**config.mk**
```make
export PLATFORM = sky130hd
export DESIGN_NAME = adc_channel_config_regs
export DESIGN_NICKNAME = d
export VERILOG_FILES = /design/src/design/chan_cfg_pkg.sv /design/src/design/phase_delay_line.sv /design/src/design/adc_channel_config_regs.sv
export SDC_FILE = /design/constraint.sdc
export NUM_CORES = 1
export LEC_CHECK = 0
export BUFFER_PORTS_ARGS = -buffer_cell sky130_fd_sc_hd__buf_4
export CAP_MARGIN = 20
export CORE_UTILIZATION = 60
export CTS_CLUSTER_DIAMETER = 120
export DETAILED_ROUTE_END_ITERATION = 6
export PLACE_DENSITY = 0.9
export SLEW_MARGIN = 30
export SYNTH_ARGS = -nofsm -noshare
export SYNTH_HDL_FRONTEND = slang
export SYNTH_SLANG_ARGS = --single-unit
```
**constraint.sdc**
```tcl
create_clock -name sys_clk -period 4.75 [get_ports sys_clk]
set_input_delay 0.95 -clock sys_clk [delete_from_list [all_inputs] [get_ports sys_clk]]
set_output_delay 0.95 -clock sys_clk [all_outputs]
set_load 0.02 [all_outputs]
```
**src/design/chan_cfg_pkg.sv**
```systemverilog
// Purpose: Shared constants for the channel configuration register bank
// Assumes: Byte-wide registers reached by an 8-bit address from the control port
// Notes: Volume and gain trim encodings are half-dB and tenth-dB steps

package chan_cfg_pkg;
	localparam int ADDR_W = 8;
	localparam int DATA_W = 8;

	// Register offsets
	localparam logic [7:0] OFF_CHAN_ONE_VOLUME = 8'h3E;
	localparam logic [7:0] OFF_CHAN_ONE_GAIN_TRIM = 8'h3F;
	localparam logic [7:0] OFF_CHAN_ONE_PHASE_TRIM = 8'h40;
	localparam logic [7:0] OFF_CHAN_TWO_INPUT_SETUP = 8'h41;

	// Reset values
	localparam logic [7:0] RST_CHAN_ONE_VOLUME = 8'hC9;
	localparam logic [7:0] RST_CHAN_ONE_GAIN_TRIM = 8'h80;
	localparam logic [7:0] RST_CHAN_ONE_PHASE_TRIM = 8'h00;
	localparam logic [7:0] RST_CHAN_TWO_INPUT_SETUP = 8'h00;

	// Writable bit masks; reserved bits read zero
	localparam logic [7:0] MASK_GAIN_TRIM = 8'hF0;
	localparam logic [7:0] MASK_INPUT_SETUP = 8'hFD;

	// Input setup and gain trim field positions
	localparam int BIT_LINE_SELECT = 7;
	localparam int BIT_SOURCE_HI = 6;
	localparam int BIT_SOURCE_LO = 5;
	localparam int BIT_DC_COUPLING = 4;
	localparam int BIT_IMPEDANCE_HI = 3;
	localparam int BIT_IMPEDANCE_LO = 2;
	localparam int BIT_AUTOGAIN = 0;
	localparam int GAIN_TRIM_HI = 7;
	localparam int GAIN_TRIM_LO = 4;

	// Volume: code 0 mutes; gain in half-dB units = (code - 201)
	localparam logic [7:0] VOLUME_MUTE_CODE = 8'h00;
	localparam logic [7:0] VOLUME_UNITY_CODE = 8'hC9;
	// Gain trim: tenth-dB units = (code - 8)
	localparam logic [3:0] GAIN_TRIM_ZERO_CODE = 4'h8;

	typedef enum logic [1:0]
	{
		SRC_ANALOG_DIFF = 2'b00,
		SRC_ANALOG_SINGLE = 2'b01,
		SRC_DIGITAL_MIC = 2'b10,
		SRC_RESERVED = 2'b11
	} source_t;

	typedef enum logic [1:0]
	{
		IMP_2K5 = 2'b00,
		IMP_10K = 2'b01,
		IMP_20K = 2'b10,
		IMP_RESERVED = 2'b11
	} impedance_t;
endpackage

```
**src/design/phase_delay_line.sv**
```systemverilog
// Purpose: Delays a sample stream by a programmable count of modulator clock ticks
// Assumes: mod_tick is a one-cycle enable at the modulator rate
// Notes: Depth bounds the largest delay

`timescale 1ns/1ps
`default_nettype none

module phase_delay_line
#(
	parameter int WIDTH = 1,
	parameter int DEPTH = 256
)
(
	// Clock and reset
	input wire logic sys_clk,
	input wire logic rst,
	// Stream
	input wire logic mod_tick,
	input wire logic [WIDTH-1:0] sample_in,
	input wire logic [7:0] delay_code,
	output logic [WIDTH-1:0] sample_out
);
	logic [WIDTH-1:0] mem [DEPTH];
	logic [7:0] wr_ptr;
	logic [7:0] next_wr_ptr;
	logic [WIDTH-1:0] next_sample_out;
	logic [7:0] rd_ptr;

	always_comb
	begin
		next_wr_ptr = wr_ptr;
		rd_ptr = wr_ptr - delay_code;
		next_sample_out = sample_out;
		if (mod_tick)
		begin
			next_wr_ptr = wr_ptr + 8'h01;
			// Zero delay passes the new sample straight through
			next_sample_out = (delay_code == 8'h00) ? sample_in : mem[rd_ptr];
		end
	end

	always_ff @(posedge sys_clk or posedge rst)
	begin
		if (rst)
		begin
			wr_ptr <= 8'h00;
			sample_out <= '0;
		end
		else
		begin
			wr_ptr <= next_wr_ptr;
			sample_out <= next_sample_out;
		end
	end

	// Memory has no reset; stale words appear just after reset or a delay change
	always_ff @(posedge sys_clk)
	begin
		if (mod_tick)
		begin
			mem[wr_ptr] <= sample_in;
		end
	end
endmodule // phase_delay_line

`default_nettype wire

```
**src/design/adc_channel_config_regs.sv**
```systemverilog
// Purpose: Channel one volume, gain and phase trim plus channel two input setup registers
// Assumes: Control port decoder gives one-cycle write and read strobes with a byte address
// Notes: Read data is registered one cycle after the read strobe

`timescale 1ns/1ps
`default_nettype none

module adc_channel_config_regs
	import chan_cfg_pkg::*;
#(
	parameter int SAMPLE_W = 1,
	parameter int DELAY_DEPTH = 256
)
(
	// Clock and reset
	input wire logic sys_clk,
	input wire logic rst,
	// Register access from the control port
	input wire logic reg_wr,
	input wire logic reg_rd,
	input wire logic [ADDR_W-1:0] reg_addr,
	input wire logic [DATA_W-1:0] reg_wdata,
	output logic [DATA_W-1:0] reg_rdata,
	output logic reg_hit,
	// Gain control qualifier from the gain control block
	input wire logic autogain_control_bit3,
	// Channel one modulator stream
	input wire logic mod_tick,
	input wire logic [SAMPLE_W-1:0] chan_one_sample_in,
	output logic [SAMPLE_W-1:0] chan_one_sample_delayed,
	// Channel one volume and trim decoded
	output logic [7:0] chan_one_volume_code,
	output logic chan_one_mute,
	output logic signed [8:0] chan_one_volume_half_db,
	output logic [3:0] chan_one_gain_trim_code,
	output logic signed [4:0] chan_one_gain_trim_tenth_db,
	output logic [7:0] chan_one_phase_delay_code,
	// Channel two input setup
	output logic chan_two_line_select,
	output logic [1:0] chan_two_source_select,
	output logic chan_two_analog_source,
	output logic chan_two_digital_mic,
	output logic chan_two_dc_coupling,
	output logic [1:0] chan_two_impedance_select,
	output logic chan_two_autogain_enable,
	output logic chan_two_autogain_active
);
	logic [7:0] chan_one_volume;
	logic [7:0] chan_one_gain_trim;
	logic [7:0] chan_one_phase_trim;
	logic [7:0] chan_two_input_setup;
	logic [7:0] next_chan_one_volume;
	logic [7:0] next_chan_one_gain_trim;
	logic [7:0] next_chan_one_phase_trim;
	logic [7:0] next_chan_two_input_setup;
	logic [7:0] next_reg_rdata;
	logic next_reg_hit;

	function automatic logic addr_is(input logic [7:0] a, input logic [7:0] off);
		return a == off;
	endfunction

	always_comb
	begin
		next_chan_one_volume = chan_one_volume;
		next_chan_one_gain_trim = chan_one_gain_trim;
		next_chan_one_phase_trim = chan_one_phase_trim;
		next_chan_two_input_setup = chan_two_input_setup;
		if (reg_wr)
		begin
			if (addr_is(reg_addr, OFF_CHAN_ONE_VOLUME))
			begin
				next_chan_one_volume = reg_wdata;
			end
			if (addr_is(reg_addr, OFF_CHAN_ONE_GAIN_TRIM))
			begin
				// Reserved low nibble never stored, so it always reads zero
				next_chan_one_gain_trim = reg_wdata & MASK_GAIN_TRIM;
			end
			if (addr_is(reg_addr, OFF_CHAN_ONE_PHASE_TRIM))
			begin
				next_chan_one_phase_trim = reg_wdata;
			end
			if (addr_is(reg_addr, OFF_CHAN_TWO_INPUT_SETUP))
			begin
				// Reserved codes are stored as written; software must avoid them
				next_chan_two_input_setup = reg_wdata & MASK_INPUT_SETUP;
			end
		end
	end

	always_comb
	begin
		next_reg_rdata = reg_rdata;
		next_reg_hit = 1'b0;
		if (reg_rd)
		begin
			next_reg_hit = 1'b1;
			if (addr_is(reg_addr, OFF_CHAN_ONE_VOLUME))
			begin
				next_reg_rdata = chan_one_volume;
			end
			else if (addr_is(reg_addr, OFF_CHAN_ONE_GAIN_TRIM))
			begin
				next_reg_rdata = chan_one_gain_trim;
			end
			else if (addr_is(reg_addr, OFF_CHAN_ONE_PHASE_TRIM))
			begin
				next_reg_rdata = chan_one_phase_trim;
			end
			else if (addr_is(reg_addr, OFF_CHAN_TWO_INPUT_SETUP))
			begin
				next_reg_rdata = chan_two_input_setup;
			end
			else
			begin
				// Other addresses belong to neighbouring banks
				next_reg_rdata = 8'h00;
				next_reg_hit = 1'b0;
			end
		end
	end

	always_ff @(posedge sys_clk or posedge rst)
	begin
		if (rst)
		begin
			chan_one_volume <= RST_CHAN_ONE_VOLUME;
			chan_one_gain_trim <= RST_CHAN_ONE_GAIN_TRIM;
			chan_one_phase_trim <= RST_CHAN_ONE_PHASE_TRIM;
			chan_two_input_setup <= RST_CHAN_TWO_INPUT_SETUP;
			reg_rdata <= 8'h00;
			reg_hit <= 1'b0;
		end
		else
		begin
			chan_one_volume <= next_chan_one_volume;
			chan_one_gain_trim <= next_chan_one_gain_trim;
			chan_one_phase_trim <= next_chan_one_phase_trim;
			chan_two_input_setup <= next_chan_two_input_setup;
			reg_rdata <= next_reg_rdata;
			reg_hit <= next_reg_hit;
		end
	end

	// Channel one volume decode: code 201 is 0 dB, half-dB per code
	assign chan_one_volume_code = chan_one_volume;
	assign chan_one_mute = (chan_one_volume == VOLUME_MUTE_CODE);
	// Code 1 -> -200, 2 -> -199, 202 -> +1, 254 -> +53, 255 -> +54 half-dB
	assign chan_one_volume_half_db = chan_one_mute ? 9'sd0 :
		$signed({1'b0, chan_one_volume}) - $signed({1'b0, VOLUME_UNITY_CODE});

	// Gain trim decode: code 8 is 0 dB, tenth-dB per code, -8..+7
	assign chan_one_gain_trim_code = chan_one_gain_trim[GAIN_TRIM_HI:GAIN_TRIM_LO];
	assign chan_one_gain_trim_tenth_db = $signed({1'b0, chan_one_gain_trim_code})
		- $signed({1'b0, GAIN_TRIM_ZERO_CODE});

	assign chan_one_phase_delay_code = chan_one_phase_trim;

	// Modulator-rate delay line applying the phase trim
	phase_delay_line #(
		.WIDTH(SAMPLE_W),
		.DEPTH(DELAY_DEPTH)
	) u_phase_delay (
		.sys_clk(sys_clk),
		.rst(rst),
		.mod_tick(mod_tick),
		.sample_in(chan_one_sample_in),
		.delay_code(chan_one_phase_trim),
		.sample_out(chan_one_sample_delayed)
	);

	// Channel two setup fields
	assign chan_two_line_select = chan_two_input_setup[BIT_LINE_SELECT];
	assign chan_two_source_select =
		chan_two_input_setup[BIT_SOURCE_HI:BIT_SOURCE_LO];
	// Analog source flag lets pin muxing drop general pin one functions
	assign chan_two_analog_source = (chan_two_source_select == SRC_ANALOG_DIFF)
		|| (chan_two_source_select == SRC_ANALOG_SINGLE);
	assign chan_two_digital_mic = (chan_two_source_select == SRC_DIGITAL_MIC);
	// Coupling is gated to analog sources; impedance passes through for every source
	assign chan_two_dc_coupling =
		chan_two_input_setup[BIT_DC_COUPLING] & chan_two_analog_source;
	assign chan_two_impedance_select =
		chan_two_input_setup[BIT_IMPEDANCE_HI:BIT_IMPEDANCE_LO];
	assign chan_two_autogain_enable = chan_two_input_setup[BIT_AUTOGAIN];
	assign chan_two_autogain_active =
		chan_two_autogain_enable & autogain_control_bit3;
endmodule // adc_channel_config_regs

`default_nettype wire

```
Yosys cells after proc, flatten, opt, wreduce, memory -nomap -nowiden
Memories as Yosys holds them, arrays and structs flattened. A register that Yosys moved wholly into a read port is not among the register bits. Cells that the tools add are included.

Memory bits (read-only): 0. Bits in registers: 44. Logic and storage cells: 39. Bits in latches: 0. Memories kept: 1. Bits in writable memories: 256. Input port bits: 23.

Equality and inequality tests: 6. Reduce and logical (&&, ||, !) cells: 7. Magnitude comparators: 0. Add/subtract/negate cells: 4. Div/mod/pow operators: 0. Shift-type cells: 0. Multipliers: 0. Multiplexer cells: 12. Bitwise gates (word level): 2.

Memory list: u_phase_delay.mem (words 256, width 1, read ports 1, clocked after Yosys merged registers in 1, write ports 1, line phase_delay_line.sv:23) `logic [WIDTH-1:0] mem [DEPTH];`.

Operator list (count): 8-bit 2-to-1 mux (4); 8-bit by 6-bit == test with 1-bit output, second input constant (2); 8-bit by 7-bit == test with 1-bit output, second input constant (2); 9-bit 2-to-1 mux (1); 8-bit by 8-bit subtractor with 9-bit output, second input constant (1); 8-bit by 1-bit adder with 8-bit output, second input constant (1); 8-bit zero test (1); 2-bit AND reduction (4); 8-bit subtractor (1); 1-bit 2-to-1 mux (7); 4-bit by 4-bit subtractor with 5-bit output, second input constant (1); 1-bit AND (2); 2-bit by 1-bit == test with 1-bit output, second input constant (1); 2-bit == test, second input constant (1); 2-bit zero test (1); 1-bit logical OR (1).

Logic depth before layout (Yosys ltp)
Gate-level depths: netlist of run 1.

Depth after elaboration: 6. Depth in mapped cells: 13. Depth with buffers taken out: 11.

Hierarchy
From an unflattened synthesis of run 1, not the netlist that was laid out.

Cells, all modules: 1103. Area, all modules: 14023.4 sq um.

By module, submodules not included: phase_delay_line (cells an instance 935, times used 1, area an instance 12064.1 sq um); adc_channel_config_regs (cells an instance 168, times used 1, area an instance 1959.4 sq um).

Worst setup path after synthesis of run 1
No wires, ideal clock.

Kind: register to register. Start: register u_phase_delay.wr_ptr[0]. End: register u_phase_delay.sample_out, read port of u_phase_delay.mem. Clock period less this slack: 3.429 ns. Required time: 4.619 ns. Stages on the path, launching flop included: 12. Arrival: 3.297 ns. Setup slack: 1.321 ns. Buffers on the path: 1. Path through: dfrtp_1 -> inv_1 -> ha_1 -> fa_1 -> xnor2_2 -> buf_2 -> mux4_2 -> mux2i_1 -> mux2i_1 -> mux4_2 -> a22oi_1 -> a31oi_1.

Word-level cells in the longest chain between the ends: 1.

RTL lines: start, declared (line phase_delay_line.sv:24) `logic [7:0] wr_ptr;`; start signal, assigned (line phase_delay_line.sv:51) `wr_ptr <= next_wr_ptr;`; 8-bit subtractor (line phase_delay_line.sv:32) `rd_ptr = wr_ptr - delay_code;`; end, declared (line phase_delay_line.sv:21) `output logic [WIDTH-1:0] sample_out`.

No other way between the ends. A chain may end at the register's enable or synchronous reset.

Worst setup path in the final report of run 1
Ends and elaborated chain as after synthesis.

==> impl_metrics.toml, run 1 <==
[outcome]
status = "finished, final reports clean"

[layout]
multiInputGateArea_um2 = 4690
seq_area_um2 = 8820
drive_gt1_frac = 0.238
nFillCells = 1424
final_area_um2 = 15700
area_delta_synth_final_pct = 12.9
nNetsFinal = 1092
diodes = 0

[setup_path]
critical_path.max_stage_delay_ns = 1.04
r2r_cells = 10
worstPathArrival_ns = 4.37
crit_chain = "inv_1, ha_1, fa_2, buf_4, mux4_2, mux2i_1, mux2i_1, mux4_2, a22oi_1, a31oi_1"
path_class = "flip-flop to flip-flop"
cp_num_buf_inv = 2
startpoint_type = "flip-flop"
slowest_stage = "fa_2"
endpoint_kind = "flip-flop"
crit_fanout = 24
path_depth = 10
crit_family = "adder cells"
critPathRequiredTime_ns = 5.18

[timing]
hold_violations = 0
finalCritPeriodShare = 0.830
worstMarginPinSlew_ns = 1.08
min_period_ns = 3.94
drv_slew = 0
fin_skew_ns = 0.00984
clock.fmax_ghz = 0.254
fin_ws_ns = 0.810
max_slew_margin = 0.281
final.setup.tns_ns = 0
rsz0062_at_grt = "no"
finalSetupViolCount = 0
whs_ns = 0.508

[global_route]
grt_max_degree = 127
grt_pass1_vias = 8937
grt_pass1_wl_mm = 50.8
grt-ovfl-total = 0
antenna_found_initial = 0
groute.usage.overall = 0.286

[route]
ant_nets = 0
drc = 0
avgViaCountPerCell = 6.60
initialDrtViolationCount = 1242
routedWlPerCell_um = 24.3
vias = 9004
routed_wl_mm = 33.2
first_pass_iters = 6

[job]
drv_cap = 0

[synthesis]
synth_top_area_cell = "edfxtp_1"
synth_cells = 1020
ys.flop_type = "edfxtp_1"
yosys_warnings = 0
syn_area_per_cell_um2 = 13.6
synthMostInstantiatedCell = "nor2_1"
seq_area_frac_synth = 0.635
synthTopCellsByArea = "edfxtp_1, mux4_2, nor2_1"
synth.cell_area_um2 = 13900
synth_top_area_share = 0.553
ys_top_cells_by_count = "nor2_1, edfxtp_1, mux4_2, clkbuf_1, nand2_1"
synth_nets = 1057
async_reset_ff_frac = 0.150
synth-seq-cells = 301
synth_edf_count = 256
netlist-cell-type-count = 51

[clock_network]
clkLatencyLatePin_ns = 0.55
cts_buffers = 30
cts.path.max_buffers = 3
clk_pin_slew_worst_paths_ns = 0.06
cts_hold_buf = 0
ctsResizeCount = 0
htreeDepth = 1
cts-root-buf = "clkbuf_16"
cts_tree = "yes"
postCtsSetupBuffers = 0
clkSinkCount = 301

[floorplan]
core_area_um2 = 22600
die_h_um = 154
rows = 55
io_pins = 78
dieWidth_um = 154
initial_core_util = 0.614
die-area_um2 = 23800

[place]
place_hpwl_mm = 19.7
port-buffer-count = 77
dpl_cell_area_um2 = 14600
place_ws_ns = 0.931
place_congestion = 0.886

[worst_hold_path]
min_path_type = "flip-flop to flip-flop"
hold_depth = 1

[power]
ir_drop_v = 0.000390
p_per_area_nw_per_um2 = 555
p_leak_nw = 5.36
-- placed cells by master (no fill, tap or decap), types with 3 or more instances in the layout --
cell,count
mux4_2,72
a22oi_1,9
nand2_1,46
nand4_1,3
clkbuf_1,5
nor2_1,286
o21a_1,3
xnor2_1,15
edfxtp_1,256
dfstp_2,5
a31oi_1,7
mux2i_1,26
nor2b_1,10
mux2_2,32
inv_1,14
clkbuf_16,33
buf_4,83
bufinv_16,4
nand2b_1,3
and3_1,3
ha_1,13
o21ai_0,12
clkbuf_8,4
a21o_1,3
nand3_1,26
xor2_1,7
a21oi_1,11
clkinv_2,7
dfrtp_1,40
-- where the power goes --
group / total, mW / switching (mW) / leakage [nW] / internal, mW
registers: 3.05 / 0.109 / 2.88 / 2.94
logic: 3.12 / 1.81 / 1.95 / 1.32
clock network: 2.53 / 0.990 / 0.532 / 1.54
total: 8.70 / 2.91 / 5.36 / 5.79
-- cell type report --
cell class	count	area share
clock inverters	14	0.0114
multi-input cells	620	0.299
clock buffers	42	0.0574
well taps	285	0.0227
repair buffers	86	0.0430
inverters	16	0.00391
flip-flops and latches	301	0.563
-- worst paths after layout --
path	startpoint	end	slack (ns)
worst max-delay path	u_phase_delay.wr_ptr[0]	u_phase_delay.sample_out	0.81
worst min-delay path	reg_rdata[1]	reg_rdata[1]	0.51
worst max register to register	u_phase_delay.wr_ptr[0]	u_phase_delay.sample_out	0.81
worst min register to register	reg_rdata[1]	reg_rdata[1]	0.51
max in group asynchronous	rst	u_phase_delay.wr_ptr[6]	3.73
min in group asynchronous	rst	chan_one_gain_trim[5]	0.53
-- routing by layer --
layer,GRT usage,vias up,wire length [um]
li1,-,3761,-
met1,0.364,4440,11800
met2,0.472,677,16100
met3,0.0595,126,3630
met4,0.140,0,1630
met5,0,-,0
-- logic make-up (layout without fill, tap and decap cells) --
family / count (synthesis) / after routing / share of synthesized area
and+or+nand+nor: 395 / 395 / 0.117
DFF: 301 / 301 / 0.635
xor gates and xnor gates: 24 / 24 / 0.0162
AOI/OAI and AO/OA: 57 / 57 / 0.0270
adders and majority gates: 14 / 14 / 0.0132
muxes: 130 / 130 / 0.161
buffers and inverters: 99 / 158 / 0.0306
-- sequential cells by signal (all words and copies together) (netlist names) --
| name | count |
|---|---|
| u_phase_delay.wr_ptr | 8 |
| chan_one_volume_code | 8 |
| u_phase_delay.sample_out | 1 |
| chan_two_input_setup | 7 |
| reg_hit | 1 |
| chan_one_gain_trim | 4 |
| reg_rdata | 8 |
| chan_one_phase_delay_code | 8 |
| u_phase_delay.mem | 256 |
-- stage by stage --
step	cells	utilization	total power, mW
6_report	1364	0.692	8.70
5_1_grt	1364	0.692	8.97
4_1_cts	1364	0.692	8.66
3_5_place_dp	1308	0.645	6.09
3_3_place_gp	1308	0.644	6.00
2_1_floorplan	1020	-	5.29
Note: power is estimated with default switching activity, not from simulation.
==> run 2: changes to the inputs <==
clock period = 3.75 ns   (was 4.75 ns; I/O delays follow)
==> impl_metrics.toml, run 2 (same netlist as run 1, synthesis figures left out) <==
[clock_network]
cts_tree = "yes"
cts_buffers = 30
clkLatencyLatePin_ns = 0.57
cts-root-buf = "clkbuf_16"
clkSinkCount = 301
postCtsSetupBuffers = 0
clk_pin_slew_worst_paths_ns = 0.06
htreeDepth = 1
cts.path.max_buffers = 3

[global_route]
antenna_found_initial = 0
grt-ovfl-total = 0
grt_pass1_wl_mm = 51.4
grt_pass1_vias = 9025
groute.usage.overall = 0.290
grt_max_degree = 151

[setup_path]
slowest_stage = "mux4_2"
r2r_cells = 10
startpoint_type = "flip-flop"
path_class = "flip-flop to flip-flop"
endpoint_kind = "flip-flop"
crit_fanout = 36
worstPathArrival_ns = 4.09
r2r_setup_slack_ns = 0.11
critical_path.max_stage_delay_ns = 0.57
crit_chain = "ha_1, fa_2, xnor2_4, buf_12, mux4_2, mux2i_1, mux2i_1, mux4_2, a22oi_1, a31oi_1"
rr_endpoint = "u_phase_delay.sample_out"
critPathRequiredTime_ns = 4.19
r2r_start = "chan_one_phase_delay_code[0]"

[timing]
worstMarginPinSlew_ns = 1.03
finalCritPeriodShare = 0.972
max_slew_margin = 0.315
fin_ws_ns = 0.105
min_period_ns = 3.64
final.setup.tns_ns = 0
hold_violations = 0
fin_skew_ns = 0.0175
rsz0062_at_grt = "no"
clock.fmax_ghz = 0.274
drv_slew = 0
finalSetupViolCount = 0

[route]
dr.max_layer_used = "met4"
first_pass_iters = 7
vias = 9185
avgViaCountPerCell = 6.68
ant_nets = 0
routedWlPerCell_um = 24.8
routed_wl_mm = 34.1
initialDrtViolationCount = 1601
met1Wirelength_mm = 11.7
drc = 1
dr_wl_met3_mm = 4.02
wl_met2_mm = 16.4

[power]
p_comb_frac = 0.389
clock_power_share = 0.261
swShare = 0.350
p_switching_mw = 3.81
ir_drop_v = 0.000406
p_per_area_nw_per_um2 = 698
p_seq_frac = 0.350
p_leak_nw = 5.34
p_int_mw = 7.09

[layout]
diodes = 0
final_common_cell = "nor2_1"
area_delta_synth_final_pct = 12.5
nFillCells = 1421
drive_gt1_frac = 0.238
largest_reg_flops = 256
largest_register = "u_phase_delay.mem"
layout_common_cells = "nor2_1, edfxtp_1, buf_4"
nNetsFinal = 1104

[floorplan]
die-area_um2 = 23800
rows = 55
core_area_um2 = 22600
die_h_um = 154
dieWidth_um = 154
io_pins = 78
initial_core_util = 0.614

[place]
place_ws_ns = 0.173
place_hpwl_mm = 20.3
place_congestion = 0.849
port-buffer-count = 77

[worst_hold_path]
min_path_type = "input port to async pin"

[job]
drv_cap = 0

[outcome]
status = "complete, but fails checks"
violations = "DRC"
==> run 2: layer usage <==
metal  track usage  vias up
met5             0        -
met4         0.157        0
met3        0.0657      154
met2         0.475      737
met1         0.363     4505
li1              -     3789
==> run 2: through the flow <==
stage | hold slack, ns | util | cell area (um2) | total power, mW | cells
CTS | 0.419 | 0.690 | 15600 | 10.8 | 1376
finish | 0.315 | 0.690 | 15600 | 10.9 | 1376
detailed placement | 0.507 | 0.649 | 14700 | 7.86 | 1320
floorplan | 0.494 | - | 13900 | 6.70 | 1020
global placement | 0.493 | 0.649 | 14700 | 7.69 | 1320
global route | 0.385 | 0.690 | 15600 | 11.2 | 1376
==> run 2: what timing repair did <==
item | CTS | global route
endpoints found under the setup margin | 0 | 1
hold buffers | 0 | 0
resized for setup | 0 | 3
==> run 2: worst max path at each step <==
| stage | to | slack, ns | start |
|---|---|---|---|
| final | u_phase_delay.sample_out | 0.11 | chan_one_phase_delay_code[0] |
| after global routing | u_phase_delay.sample_out | 0.003 | chan_one_phase_delay_code[0] |
| after CTS | u_phase_delay.sample_out | 0.08 | chan_one_phase_delay_code[0] |
| after detailed placement | u_phase_delay.sample_out | 0.17 | chan_one_phase_delay_code[0] |
| after global placement | u_phase_delay.sample_out | 0.33 | chan_one_phase_delay_code[0] |
| after floorplan | u_phase_delay.sample_out | 0.32 | u_phase_delay.wr_ptr[0] |
==> run 2: cell type report <==
| cell class | count | area, um2 | area share |
|---|---|---|---|
| clock buffer | 41 | 822 | 0.0526 |
| clock inverter | 15 | 108 | 0.00689 |
| inverter | 16 | 61.3 | 0.00392 |
| multi-input combinational | 620 | 4680 | 0.299 |
| sequential | 301 | 8820 | 0.564 |
| tap | 285 | 357 | 0.0228 |
| timing repair buffer | 98 | 785 | 0.0502 |
==> run 2: critical path: cells and delay by family, from the launching register on <==
family	cells	cell delay, ns
mux	4	1.46
fa+ha+maj	2	0.68
flops	1	0.44
compound gates	2	0.38
buf+inv	1	0.31
xor+xnor	1	0.22
==> run 2: power groups by stage <==
stage,clock network [mW],registers (mW),logic (mW)
2_1_floorplan,0,3.88,2.82
3_3_place_gp,0,3.87,3.82
3_5_place_dp,0,3.88,3.98
4_1_cts,2.86,3.81,4.11
5_1_grt,2.98,3.82,4.41
6_report,2.85,3.81,4.24
==> run 3: changes to the inputs <==
ABC_AREA = 1   (was unset)
PLACE_DENSITY = 0.89   (was 0.9)
==> impl_metrics.toml, run 3 <==
[floorplan]
die_h_um = 160
rows = 57
core_area_um2 = 24500
die-area_um2 = 25700
initial_core_util = 0.615
io_pins = 78
dieWidth_um = 160

[route]
initialDrtViolationCount = 2180
routedWlPerCell_um = 18.4
vias = 12400
ant_nets = 0
first_pass_iters = 6
drc = 0
routed_wl_mm = 39.0
avgViaCountPerCell = 5.83

[timing]
max_slew_margin = 0.376
finalSetupViolCount = 0
worstMarginPinSlew_ns = 0.934
finalCritPeriodShare = 0.846
hold_violations = 0
drv_slew = 0
whs_ns = 0.332
rsz0062_at_grt = "no"
fin_skew_ns = 0.0101
fin_ws_ns = 0.576
clock.fmax_ghz = 0.315
final.setup.tns_ns = 0
min_period_ns = 3.17

[synthesis]
netlist-cell-type-count = 43
ys.flop_type = "edfxtp_1"
synthMostInstantiatedCell = "nand2_1"
synthTopCellsByArea = "edfxtp_1, nand2_1, nor2_1"
synth_nets = 1785
synth-seq-cells = 301
synth_top_area_cell = "edfxtp_1"
seq_area_frac_synth = 0.586
async_reset_ff_frac = 0.150
synth_cells = 1748
syn_area_per_cell_um2 = 8.61
synth.cell_area_um2 = 15000
synth_top_area_share = 0.511
synth_edf_count = 256
yosys_warnings = 0
ys_top_cells_by_count = "nand2_1, nor2_1, edfxtp_1, inv_1, nand3_1"

[setup_path]
startpoint_type = "flip-flop"
slowest_stage = "dfrtp_1"
cp_num_buf_inv = 3
critPathRequiredTime_ns = 4.22
crit_fanout = 10
path_class = "flip-flop to flip-flop"
worstPathArrival_ns = 3.64
crit_chain = "inv_1, ha_1, fa_2, inv_1, nand3_1, nand2_1, nand2_1, nand2_2, inv_2, nand2_1, nand2_1, nor2_1, nand4_1, nor2_2, a21oi_1, nand2_1, nand2_1"
endpoint_kind = "flip-flop"
critical_path.max_stage_delay_ns = 0.46
crit_family = "simple AND/OR/NAND/NOR gates"
worst_path_most_repeated_cell = "nand2_1"

[power]
p_leak_nw = 6.92
p_per_area_nw_per_um2 = 699
ir_drop_v = 0.000634

[clock_network]
htreeDepth = 1
cts_hold_buf = 0
clkSinkCount = 301
cts_tree = "yes"
clk_pin_slew_worst_paths_ns = 0.07
cts.path.max_buffers = 3
postCtsSetupBuffers = 0
cts_buffers = 30
clkLatencyLatePin_ns = 0.57
cts-root-buf = "clkbuf_16"
ctsResizeCount = 0

[layout]
largest_register = "u_phase_delay.mem"
area_delta_synth_final_pct = 11.1
largest_reg_flops = 256
post-route-util = 0.683
final_common_cell = "nand2_1"
layout_common_cells = "nand2_1, nor2_1, edfxtp_1"
drive_gt1_frac = 0.0925
nNetsFinal = 1808
diodes = 0

[global_route]
grt_max_degree = 136
groute.usage.overall = 0.311
grt_pass1_wl_mm = 62.3
antenna_found_initial = 0
grt-ovfl-total = 0
grt_pass1_vias = 12200

[place]
place_hpwl_mm = 22.4
port-buffer-count = 77
place_congestion = 0.951
place_ws_ns = 0.810

[worst_hold_path]
min_path_type = "input port to async pin"

[job]
drv_cap = 0

[outcome]
status = "finished, final reports clean"
run 3: cell types whose count changed in the layout (fill, tap and decap cells not counted), moves of 9 or more:
cell / delta
mux4_2: -72
nor2_1: +58
xnor2_1: -12
o21ai_0: +46
a22oi_1: -9
mux2i_1: -26
nand3_1: +114
nor2b_1: -10
nand2_1: +458
o21ai_1: +24
mux2_2: -32
inv_1: +184
run 3: metrics by stage:
step                cell area [um2]  cells  power (mW)
global route                  16700   2119        12.2
finish                        16700   2119        11.7
floorplan                     15000   1748        7.15
CTS                           16700   2119        11.5
global placement              15700   2063        8.24
detailed placement            15700   2063        8.36
run 3: cell type report:
cell class | instances | area, um2
Timing Repair Buffer | 90 | 704
Tap cell | 324 | 405
Fill cell | 1740 | 7760
Inverter | 202 | 759
Multi-Input combinational cell | 1146 | 4970
Clock buffer | 39 | 843
Clock inverter | 17 | 199
Sequential cell | 301 | 8820
run 3: final timing paths:
check                                   startpoint                  endpoint  slack (ns)  cells past startpoint
max                        u_phase_delay.wr_ptr[0]  u_phase_delay.sample_out        0.58                     17
min                                            rst              reg_rdata[2]        0.33                      3
max reg2reg                u_phase_delay.wr_ptr[0]  u_phase_delay.sample_out        0.58                     17
min reg2reg                           reg_rdata[5]              reg_rdata[5]        0.49                      2
max in group asynchronous                      rst   chan_two_input_setup[7]        3.01                      3
min in group sys_clk                        reg_rd              reg_rdata[0]        0.46                      2
run 3: cells by family after synthesis:
family,synth area share
xor+xnor,0.00857
compound gates,0.0387
buf+inv,0.0847
simple gates,0.270
flops,0.586
fa+ha+maj,0.0121
run 3: layer usage:
| metal | share of wire | wire length (um) | global-route usage | vias to the layer above |
|---|---|---|---|---|
| li1 | - | - | - | 5586 |
| met1 | 0.35 | 13800 | 0.400 | 5718 |
| met2 | 0.47 | 18300 | 0.498 | 866 |
| met3 | 0.12 | 4800 | 0.0628 | 193 |
| met4 | 0.053 | 2060 | 0.165 | 0 |
| met5 | 0 | 0 | 0.00758 | - |
run 3: tightest hold or removal path: cells and delay by family:
family | cells | cell delay, ns
buffers and inverters | 3 | 0.61
run 3: report_power, final:
group / switching (mW) / internal (mW)
Combinational: 3.41 / 1.27
Clock: 1.29 / 1.86
Sequential: 0.124 / 3.73
Total: 4.82 / 6.86
